**config.mk**
```make
export PLATFORM = sky130hd
export DESIGN_NAME = port_irq_top
export DESIGN_NICKNAME = d
export VERILOG_FILES = /design/src/design/port_irq_pkg.sv /design/src/design/edge_sense.sv /design/src/design/port_irq_top.sv
export VERILOG_INCLUDE_DIRS = /design/src /design/src/design
export SDC_FILE = /design/constraint.sdc
export NUM_CORES = 1
export LEC_CHECK = 0
export ABC_AREA = 1
export ABC_CLOCK_PERIOD_IN_PS = 1950
export BUFFER_PORTS_ARGS = -buffer_cell sky130_fd_sc_hd__buf_2
export CELL_PAD_IN_SITES_DETAIL_PLACEMENT = 1
export CELL_PAD_IN_SITES_GLOBAL_PLACEMENT = 1
export CORE_MARGIN = 2
export CORE_UTILIZATION = 24
export DETAILED_ROUTE_END_ITERATION = 12
export PLACE_DENSITY_LB_ADDON = 0.1
export SYNTH_ARGS = -nofsm -noshare
export SYNTH_HDL_FRONTEND = slang
export SYNTH_SLANG_ARGS = --single-unit
```
**constraint.sdc**
```tcl
create_clock -name hclk -period 1.95 [get_ports hclk]
set_input_delay 0.2925 -clock hclk [delete_from_list [all_inputs] [get_ports hclk]]
set_output_delay 0.2925 -clock hclk [all_outputs]
set_load 0.01 [all_outputs]
```
**src/design/port_irq_regs.svh**
```systemverilog
/*
  Register offsets, field positions, reset values and condition codes
  for the digital port and interrupt group block.
  Assumes inclusion by bare name from the design files.
*/
`ifndef PORT_IRQ_REGS_SVH
`define PORT_IRQ_REGS_SVH

////////////////////////////////////////////////////////////////////////////
// Offsets are held at the decoded width so the compare is width-exact
`define OFS_INTERRUPT_CONTROL 12'h004
`define OFS_DIGITAL_PORT 12'h024
`define ADDR_DECODE_MSB 11

`define RST_INTERRUPT_CONTROL 32'h0000_0008
`define RST_DIGITAL_PORT 32'h0000_0000

////////////////////////////////////////////////////////////////////////////
`define G0_FLAG_BIT 3
`define G1_FLAG_BIT 7
`define G2_FLAG_BIT 11

`define COND_IDLE 3'h0
`define G0_CALIB_DONE 3'h1
`define G0_AUX_RISE 3'h2
`define G0_AUX_FALL 3'h3
`define G1_IN_RISE 3'h1
`define G1_IN_FALL 3'h2
`define G2_OUT_RISE 3'h1
`define G2_OUT_FALL 3'h2
`define G2_BURST_END 3'h3

`define HTRANS_NONSEQ_BIT 1
`define HRESP_OKAY 1'h0

`endif

```
**src/design/port_irq_pkg.sv**
```systemverilog
/*
  Types for the digital port and interrupt group block.
  Assumes port_irq_regs.svh supplies the numeric constants.
*/
package port_irq_pkg;

  typedef struct packed {
    logic [11:0] rsvd;
    logic upper_out;
    logic lower_out;
    logic aux_out;
    logic aux_in;
    logic [7:0] port_upper_lane;
    logic [7:0] port_lower_lane;
  } digital_port_t;

  typedef struct packed {
    logic [19:0] rsvd;
    logic group2_pending_flag;
    logic [2:0] group2_condition_select;
    logic group1_pending_flag;
    logic [2:0] group1_condition_select;
    logic group0_pending_flag;
    logic [2:0] group0_condition_select;
  } interrupt_control_t;

  typedef struct packed {
    logic [31:0] addr;
    logic write;
  } bus_req_t;

  typedef struct packed {
    logic rise;
    logic fall;
  } edge_pair_t;

  typedef enum logic [1:0] {
    BUS_IDLE,
    BUS_WRITE,
    BUS_READ_LOAD,
    BUS_READ_DONE
  } bus_state_t;

endpackage : port_irq_pkg

```
**src/design/edge_sense.sv**
```systemverilog
/*
  Edge detector: one-cycle rise and fall pulses from a level.
  Assumes the level is already in the hclk domain.
*/
`timescale 1ns/1ps
module edge_sense (
  input wire logic hclk,
  input wire logic hresetn,
  input wire logic level,
  output port_irq_pkg::edge_pair_t edges
);

  logic level_r;

  always_ff @(posedge hclk or negedge hresetn)
  begin
    if (!hresetn)
      level_r <= 1'b0;
    else
      level_r <= level;
  end

  // A level already high at reset release counts as a rise
  assign edges.rise = level & ~level_r;
  assign edges.fall = ~level & level_r;

endmodule : edge_sense

```
**src/design/port_irq_top.sv**
```systemverilog
/*
  Digital port with two direction-selectable lanes, auxiliary lines and a
  three-group interrupt controller, reached as an AHB-Lite slave.
  Assumes a single hclk domain; pins are synchronised here; buffer counts,
  thresholds and calibration status come from logic on hclk.
*/
// Decided for this implementation: the AHB-Lite slave port.
`timescale 1ns/1ps
`include "port_irq_regs.svh"
module port_irq_top (
  input wire logic hclk,
  input wire logic hresetn,
  input wire logic hsel,
  input wire logic [31:0] haddr,
  input wire logic [1:0] htrans,
  input wire logic hwrite,
  input wire logic [2:0] hsize,
  input wire logic [31:0] hwdata,
  input wire logic hready,
  output logic hreadyout,
  output logic [31:0] hrdata,
  output logic hresp,
  input wire logic [15:0] port_in,
  output logic [15:0] port_out,
  output logic [15:0] port_oe,
  input wire logic aux_in,
  output logic aux_out,
  input wire logic calib_done,
  input wire logic [15:0] in_count,
  input wire logic [14:0] in_threshold,
  input wire logic [15:0] out_count,
  input wire logic [14:0] out_threshold,
  input wire logic out_word_done,
  input wire logic out_word_burst_end,
  output logic irq
);

  ////////////////////////////////////////////////////////////////////////
  // Bus front end

  port_irq_pkg::bus_state_t state_r;
  port_irq_pkg::bus_state_t state_nxt;
  port_irq_pkg::bus_req_t req_r;
  port_irq_pkg::bus_req_t req_nxt;
  logic accept;
  logic wr_en;
  logic rd_load;
  logic hit_ictl;
  logic hit_port;
  logic [31:0] rd_mux;
  logic [31:0] hrdata_r;
  logic [31:0] hrdata_nxt;

  assign accept = hsel & htrans[`HTRANS_NONSEQ_BIT] & hready;
  assign hit_ictl =
    req_r.addr[`ADDR_DECODE_MSB:0] == `OFS_INTERRUPT_CONTROL;
  assign hit_port =
    req_r.addr[`ADDR_DECODE_MSB:0] == `OFS_DIGITAL_PORT;
  assign wr_en = state_r == port_irq_pkg::BUS_WRITE;
  assign rd_load = state_r == port_irq_pkg::BUS_READ_LOAD;

  // Reads take one wait state so the data always leaves a flip-flop
  assign hreadyout = state_r != port_irq_pkg::BUS_READ_LOAD;
  assign hresp = `HRESP_OKAY;
  assign hrdata = hrdata_r;

  always_comb
  begin
    req_nxt = req_r;
    if (accept)
    begin
      req_nxt.addr = haddr;
      req_nxt.write = hwrite;
    end
  end

  always_comb
  begin
    state_nxt = port_irq_pkg::BUS_IDLE;
    case (state_r)
      port_irq_pkg::BUS_READ_LOAD:
        state_nxt = port_irq_pkg::BUS_READ_DONE;
      port_irq_pkg::BUS_IDLE,
      port_irq_pkg::BUS_WRITE,
      port_irq_pkg::BUS_READ_DONE:
      begin
        if (accept && hwrite)
          state_nxt = port_irq_pkg::BUS_WRITE;
        else if (accept)
          state_nxt = port_irq_pkg::BUS_READ_LOAD;
      end
      default:
        state_nxt = port_irq_pkg::BUS_IDLE;
    endcase
  end

  assign hrdata_nxt = rd_load ? rd_mux : hrdata_r;

  always_ff @(posedge hclk or negedge hresetn)
  begin
    if (!hresetn)
    begin
      state_r <= port_irq_pkg::BUS_IDLE;
      req_r <= '0;
      hrdata_r <= 32'h0000_0000;
    end
    else
    begin
      state_r <= state_nxt;
      req_r <= req_nxt;
      hrdata_r <= hrdata_nxt;
    end
  end

  ////////////////////////////////////////////////////////////////////////
  // Pin synchronisers

  logic [15:0] pin_meta_r;
  logic [15:0] pin_sync_r;
  logic aux_meta_r;
  logic aux_sync_r;

  always_ff @(posedge hclk or negedge hresetn)
  begin
    if (!hresetn)
    begin
      pin_meta_r <= 16'h0000;
      pin_sync_r <= 16'h0000;
      aux_meta_r <= 1'b0;
      aux_sync_r <= 1'b0;
    end
    else
    begin
      pin_meta_r <= port_in;
      pin_sync_r <= pin_meta_r;
      aux_meta_r <= aux_in;
      aux_sync_r <= aux_meta_r;
    end
  end

  ////////////////////////////////////////////////////////////////////////
  // Digital port register

  port_irq_pkg::digital_port_t port_r;
  port_irq_pkg::digital_port_t port_nxt;
  port_irq_pkg::digital_port_t port_view;
  logic wr_port;

  assign wr_port = wr_en & hit_port;

  always_comb
  begin
    port_nxt = port_r;
    if (wr_port)
    begin
      port_nxt = hwdata;
      // Read-only bits are never stored
      port_nxt.aux_in = 1'b0;
      port_nxt.rsvd = '0;
    end
  end

  always_ff @(posedge hclk or negedge hresetn)
  begin
    if (!hresetn)
      port_r <= `RST_DIGITAL_PORT;
    else
      port_r <= port_nxt;
  end

  // Lane enables follow the direction bits
  assign port_oe[7:0] = {8{port_r.lower_out}};
  assign port_oe[15:8] = {8{port_r.upper_out}};
  assign port_out = {port_r.port_upper_lane, port_r.port_lower_lane};
  assign aux_out = port_r.aux_out;

  always_comb
  begin
    port_view = port_r;
    port_view.aux_in = aux_sync_r;
    if (!port_r.lower_out)
      port_view.port_lower_lane = pin_sync_r[7:0];
    if (!port_r.upper_out)
      port_view.port_upper_lane = pin_sync_r[15:8];
  end

  ////////////////////////////////////////////////////////////////////////
  // Condition sources

  logic in_flag;
  logic out_flag;
  logic burst_end;
  logic [2:0] edge_src;
  port_irq_pkg::edge_pair_t edges [3];

  // Counts are compared as 16 bits so a full count above 7FFFh still counts
  assign in_flag = in_count > {1'b0, in_threshold};
  assign out_flag = out_count > {1'b0, out_threshold};
  assign burst_end = out_word_done & out_word_burst_end;
  assign edge_src = {out_flag, in_flag, aux_sync_r};

  generate
    for (genvar i = 0; i < 3; i++)
    begin : g_edge
      edge_sense u_edge (
        .hclk(hclk),
        .hresetn(hresetn),
        .level(edge_src[i]),
        .edges(edges[i])
      );
    end
  endgenerate

  ////////////////////////////////////////////////////////////////////////
  // Interrupt groups

  port_irq_pkg::interrupt_control_t ictl_r;
  port_irq_pkg::interrupt_control_t ictl_nxt;
  logic wr_ictl;
  logic set0;
  logic set1;
  logic set2;
  logic clr0;
  logic clr1;
  logic clr2;

  assign wr_ictl = wr_en & hit_ictl;

  // Calibration done is a level: it keeps setting while it stays high
  assign set0 =
    (ictl_r.group0_condition_select == `G0_CALIB_DONE & calib_done) |
    (ictl_r.group0_condition_select == `G0_AUX_RISE & edges[0].rise) |
    (ictl_r.group0_condition_select == `G0_AUX_FALL & edges[0].fall);
  assign set1 =
    (ictl_r.group1_condition_select == `G1_IN_RISE & edges[1].rise) |
    (ictl_r.group1_condition_select == `G1_IN_FALL & edges[1].fall);
  assign set2 =
    (ictl_r.group2_condition_select == `G2_OUT_RISE & edges[2].rise) |
    (ictl_r.group2_condition_select == `G2_OUT_FALL & edges[2].fall) |
    (ictl_r.group2_condition_select == `G2_BURST_END & burst_end);

  // Writing one leaves a flag alone; only a written zero clears it
  assign clr0 = wr_ictl & ~hwdata[`G0_FLAG_BIT];
  assign clr1 = wr_ictl & ~hwdata[`G1_FLAG_BIT];
  assign clr2 = wr_ictl & ~hwdata[`G2_FLAG_BIT];

  always_comb
  begin
    ictl_nxt = ictl_r;
    if (wr_ictl)
    begin
      ictl_nxt.group0_condition_select = hwdata[2:0];
      ictl_nxt.group1_condition_select = hwdata[6:4];
      ictl_nxt.group2_condition_select = hwdata[10:8];
    end
    // A set in the clearing cycle wins so no event is lost
    ictl_nxt.group0_pending_flag =
      set0 | (ictl_r.group0_pending_flag & ~clr0);
    ictl_nxt.group1_pending_flag =
      set1 | (ictl_r.group1_pending_flag & ~clr1);
    ictl_nxt.group2_pending_flag =
      set2 | (ictl_r.group2_pending_flag & ~clr2);
    ictl_nxt.rsvd = '0;
  end

  always_ff @(posedge hclk or negedge hresetn)
  begin
    if (!hresetn)
      ictl_r <= `RST_INTERRUPT_CONTROL;
    else
      ictl_r <= ictl_nxt;
  end

  assign irq = ictl_r.group0_pending_flag |
               ictl_r.group1_pending_flag |
               ictl_r.group2_pending_flag;

  ////////////////////////////////////////////////////////////////////////
  // Read mux; unmapped addresses read zero

  assign rd_mux = hit_ictl ? 32'(ictl_r) :
                  hit_port ? 32'(port_view) :
                  32'h0000_0000;

endmodule : port_irq_top

```
==> key figures <==
Status
  – Status: completed

Setup path
  – Worst setup EP type: primary output
  – CP Cell Sequence: buf_2
  – Crit path kind: register to primary output
  – Element type at the critical path start: register
  – Slowest cell on crit path: dfrtp_1
  – WP buf/inv: 1
  – Crit path largest cell delay: 0.83 ns
  – CP arrival: 1.42 ns
  – Crit-path max FO: 18
  – Worst endpoint required time: 1.66 ns
  – Crit-path leading delay family: flip-flops

Placement
  – Area after DPL: 0.00598 sq mm
  – I/O Buffers: 173
  – Setup WS pre-CTS: 0.318 ns
  – Routability cong.: 0.729
  – Post-Place Cells: 934
  – Post-DP HPWL: 10.4 mm

Floorplan
  – Die Span X: 147 um
  – Die Footprint: 0.0216 sq mm
  – Cell row count: 52
  – Initial Utilization: 0.244
  – Core area: 0.0201 sq mm
  – Die Y: 147 um
  – I/O pin cnt: 224

STA
  – Max Fclk: 582 MHz
  – Hold_ws: 0.0524 ns
  – Setup TNS: 0 ns
  – Final setup viols: 0
  – Worst slew pin tran: 0.748 ns
  – RSZ-0062 raised after global routing: false
  – Hold violation count in the final report: 0
  – Max-slew violations: 0
  – Fin crit share: 0.881
  – Max-slew headroom: 0.502
  – Clk_skew: 0.00892 ns
  – Final min period: 1.72 ns
  – Final WS setup: 0.233 ns

GRT
  – Total GRT Usage: 0.126
  – Gr ovfl total: 0
  – Vias in the first global route: 4244
  – Initial antenna violation count: 0
  – Pin count of the biggest net entering global routing: 38
  – First-pass GRT wire length: 21.5 mm

Power
  – Clk pwr share: 0.403
  – Sw Pwr: 1.24 mW
  – Internal Pwr Total: 3.67 mW
  – PD cells: 776 mW/mm^2
  – Leakage power: 3.53 nW
  – Worst vdd ir: 0.000588 V
  – Sequential power share: 0.463
  – Switching Share: 0.253
  – Comb pwr share: 0.134
  – Total Power: 4.91 mW

Logic synthesis
  – Main area contributors after synthesis: dfrtp_1 52%, nand2_1 8.5%, ha_1 7.7%, inv_1 5.4%, buf_4 4.1%
  – Cell Area, Synth: 0.00490 sq mm
  – Synth Warn #: 0
  – Main flop type after synthesis: dfrtp_1
  – Yosys cell types: 32
  – Seq cells post-synth: 102
  – EDFF count, synth: 0
  – Cells after Synth: 508
  – Syn avg cell area: 9.64 sq um
  – Yosys top cell by area: dfrtp_1
  – Yosys top cell area share: 0.516
  – Async S/R FF share, synth: 1.00
  – Register area share after synthesis: 0.521

Detailed routing
  – Residual DRC: 0
  – Initial drt markers: 93
  – Final WL: 13.3 mm
  – Routed Antenna Nets: 0
  – Detailed Routing Iterations Pass 1: 4
  – DR WL/cell: 14.0 um
  – Avg Vias per Cell: 4.11
  – DR vias: 3906

Run
  – Max cap viols: 0

Layout
  – Most used cells in the layout excluding fill and tap cells: 172 x buf_2, 111 x nand2_1, 101 x dfrtp_1, 71 x inv_1, 32 x o21ai_0
  – Final instance area: 0.00632 sq mm
  – Fillers: 2395
  – Final Non-Filler Cells: 951
  – Syn-to-layout area delta: 29.0%
  – Nets: 862
  – Share of layout cells above drive strength 1: 0.326
  – Final Util: 0.314
  – Ant diodes: 0
  – Commonest non-fill, non-tap cell in the layout: buf_2

CTS
  – Post-CTS sizing: 0
  – Clock tree root driver cell: clkbuf_16
  – CTS Sinks: 102
  – Clock latency at the later pin of the worst-skew pair: 0.34 ns
  – # H-tree levels: 3
  – Max Buffers Root-to-Sink: 2
  – Cts bufs inserted: 9
  – CTS tree: built
  – Reg clk slew, reported paths: 0.07 ns

Worst hold path
  – Worst Hold Class: input pin to register
## per-layer routing
layer,global-route usage,share of wire
met5,0,0
met4,0.0233,0.0072
met1,0.160,0.45
met3,0.0267,0.048
met2,0.223,0.50
## cells in the mapped netlist, types with 6 or more instances
master and instances:
nand3_1 18, dfrtp_1 101, nand2_1 111, ha_1 30, a21oi_1 17, nand4_1 6, o21ai_0 32, mux2i_1 16
nor2_1 22, clkbuf_1 6, inv_1 71, o22ai_1 9, mux2_2 7, mux2_4 9, buf_4 27
## power by group through the flow
stage	Clock, mW	Combinational [mW]	Sequential [mW]
finish	1.98	0.657	2.27
global route	2.13	0.758	2.29
CTS	2.06	0.680	2.27
detailed placement	0	0.676	2.32
global placement	0	0.652	2.31
floorplan	0	0.373	2.30
## cells by family after synthesis
group	count (synthesis)	share of synthesized area
AND/OR/NAND/NOR	168	0.145
buffers and inverters	111	0.110
multiplexers	32	0.0764
flip-flops	102	0.521
AO/OA/AOI/OAI	64	0.0700
adder cells (fa/ha/maj)	30	0.0766
other	1	0.000766
## cell type report
cell class / count / area, sq um / share of cell area
clock buffer: 11 / 243 / 0.0384
clock inverter: 5 / 86.3 / 0.0137
inverter: 72 / 270 / 0.0428
multi-input combinational: 307 / 1850 / 0.293
sequential: 102 / 2550 / 0.404
tap: 270 / 338 / 0.0535
timing repair buffer: 184 / 978 / 0.155
## worst paths after layout
path                            cells past startpoint           start        endpoint  slack, ns
worst min register to register                      0  pin_meta_r[11]  pin_sync_r[11]       0.35
worst max-delay path                                1      port_oe[8]     port_oe[14]       0.23
worst max register to register                      7        req_r[1]       hrdata[4]       0.31
worst min-delay path                                1      port_in[6]   pin_meta_r[6]       0.05
max in group asynchronous                           3         hresetn       ictl_r[3]       0.87
min in group asynchronous                           2         hresetn    port_out[12]       0.46
## sequential cells by signal, indices dropped and copies added, names as in the netlist
name,cells
aux_sync_r,1
port_oe,2
pin_sync_r,16
aux_out,1
pin_meta_r,16
g_edge.u_edge.level_r,3
req_r,12
aux_meta_r,1
state_r,2
hrdata,20
port_out,16
ictl_r,12
## timing repair
action	CTS	global route
hold endpoints to repair	32	0
setup buffers	0	0
hold buffers	1	0
Power figures use the tool's default switching activity.
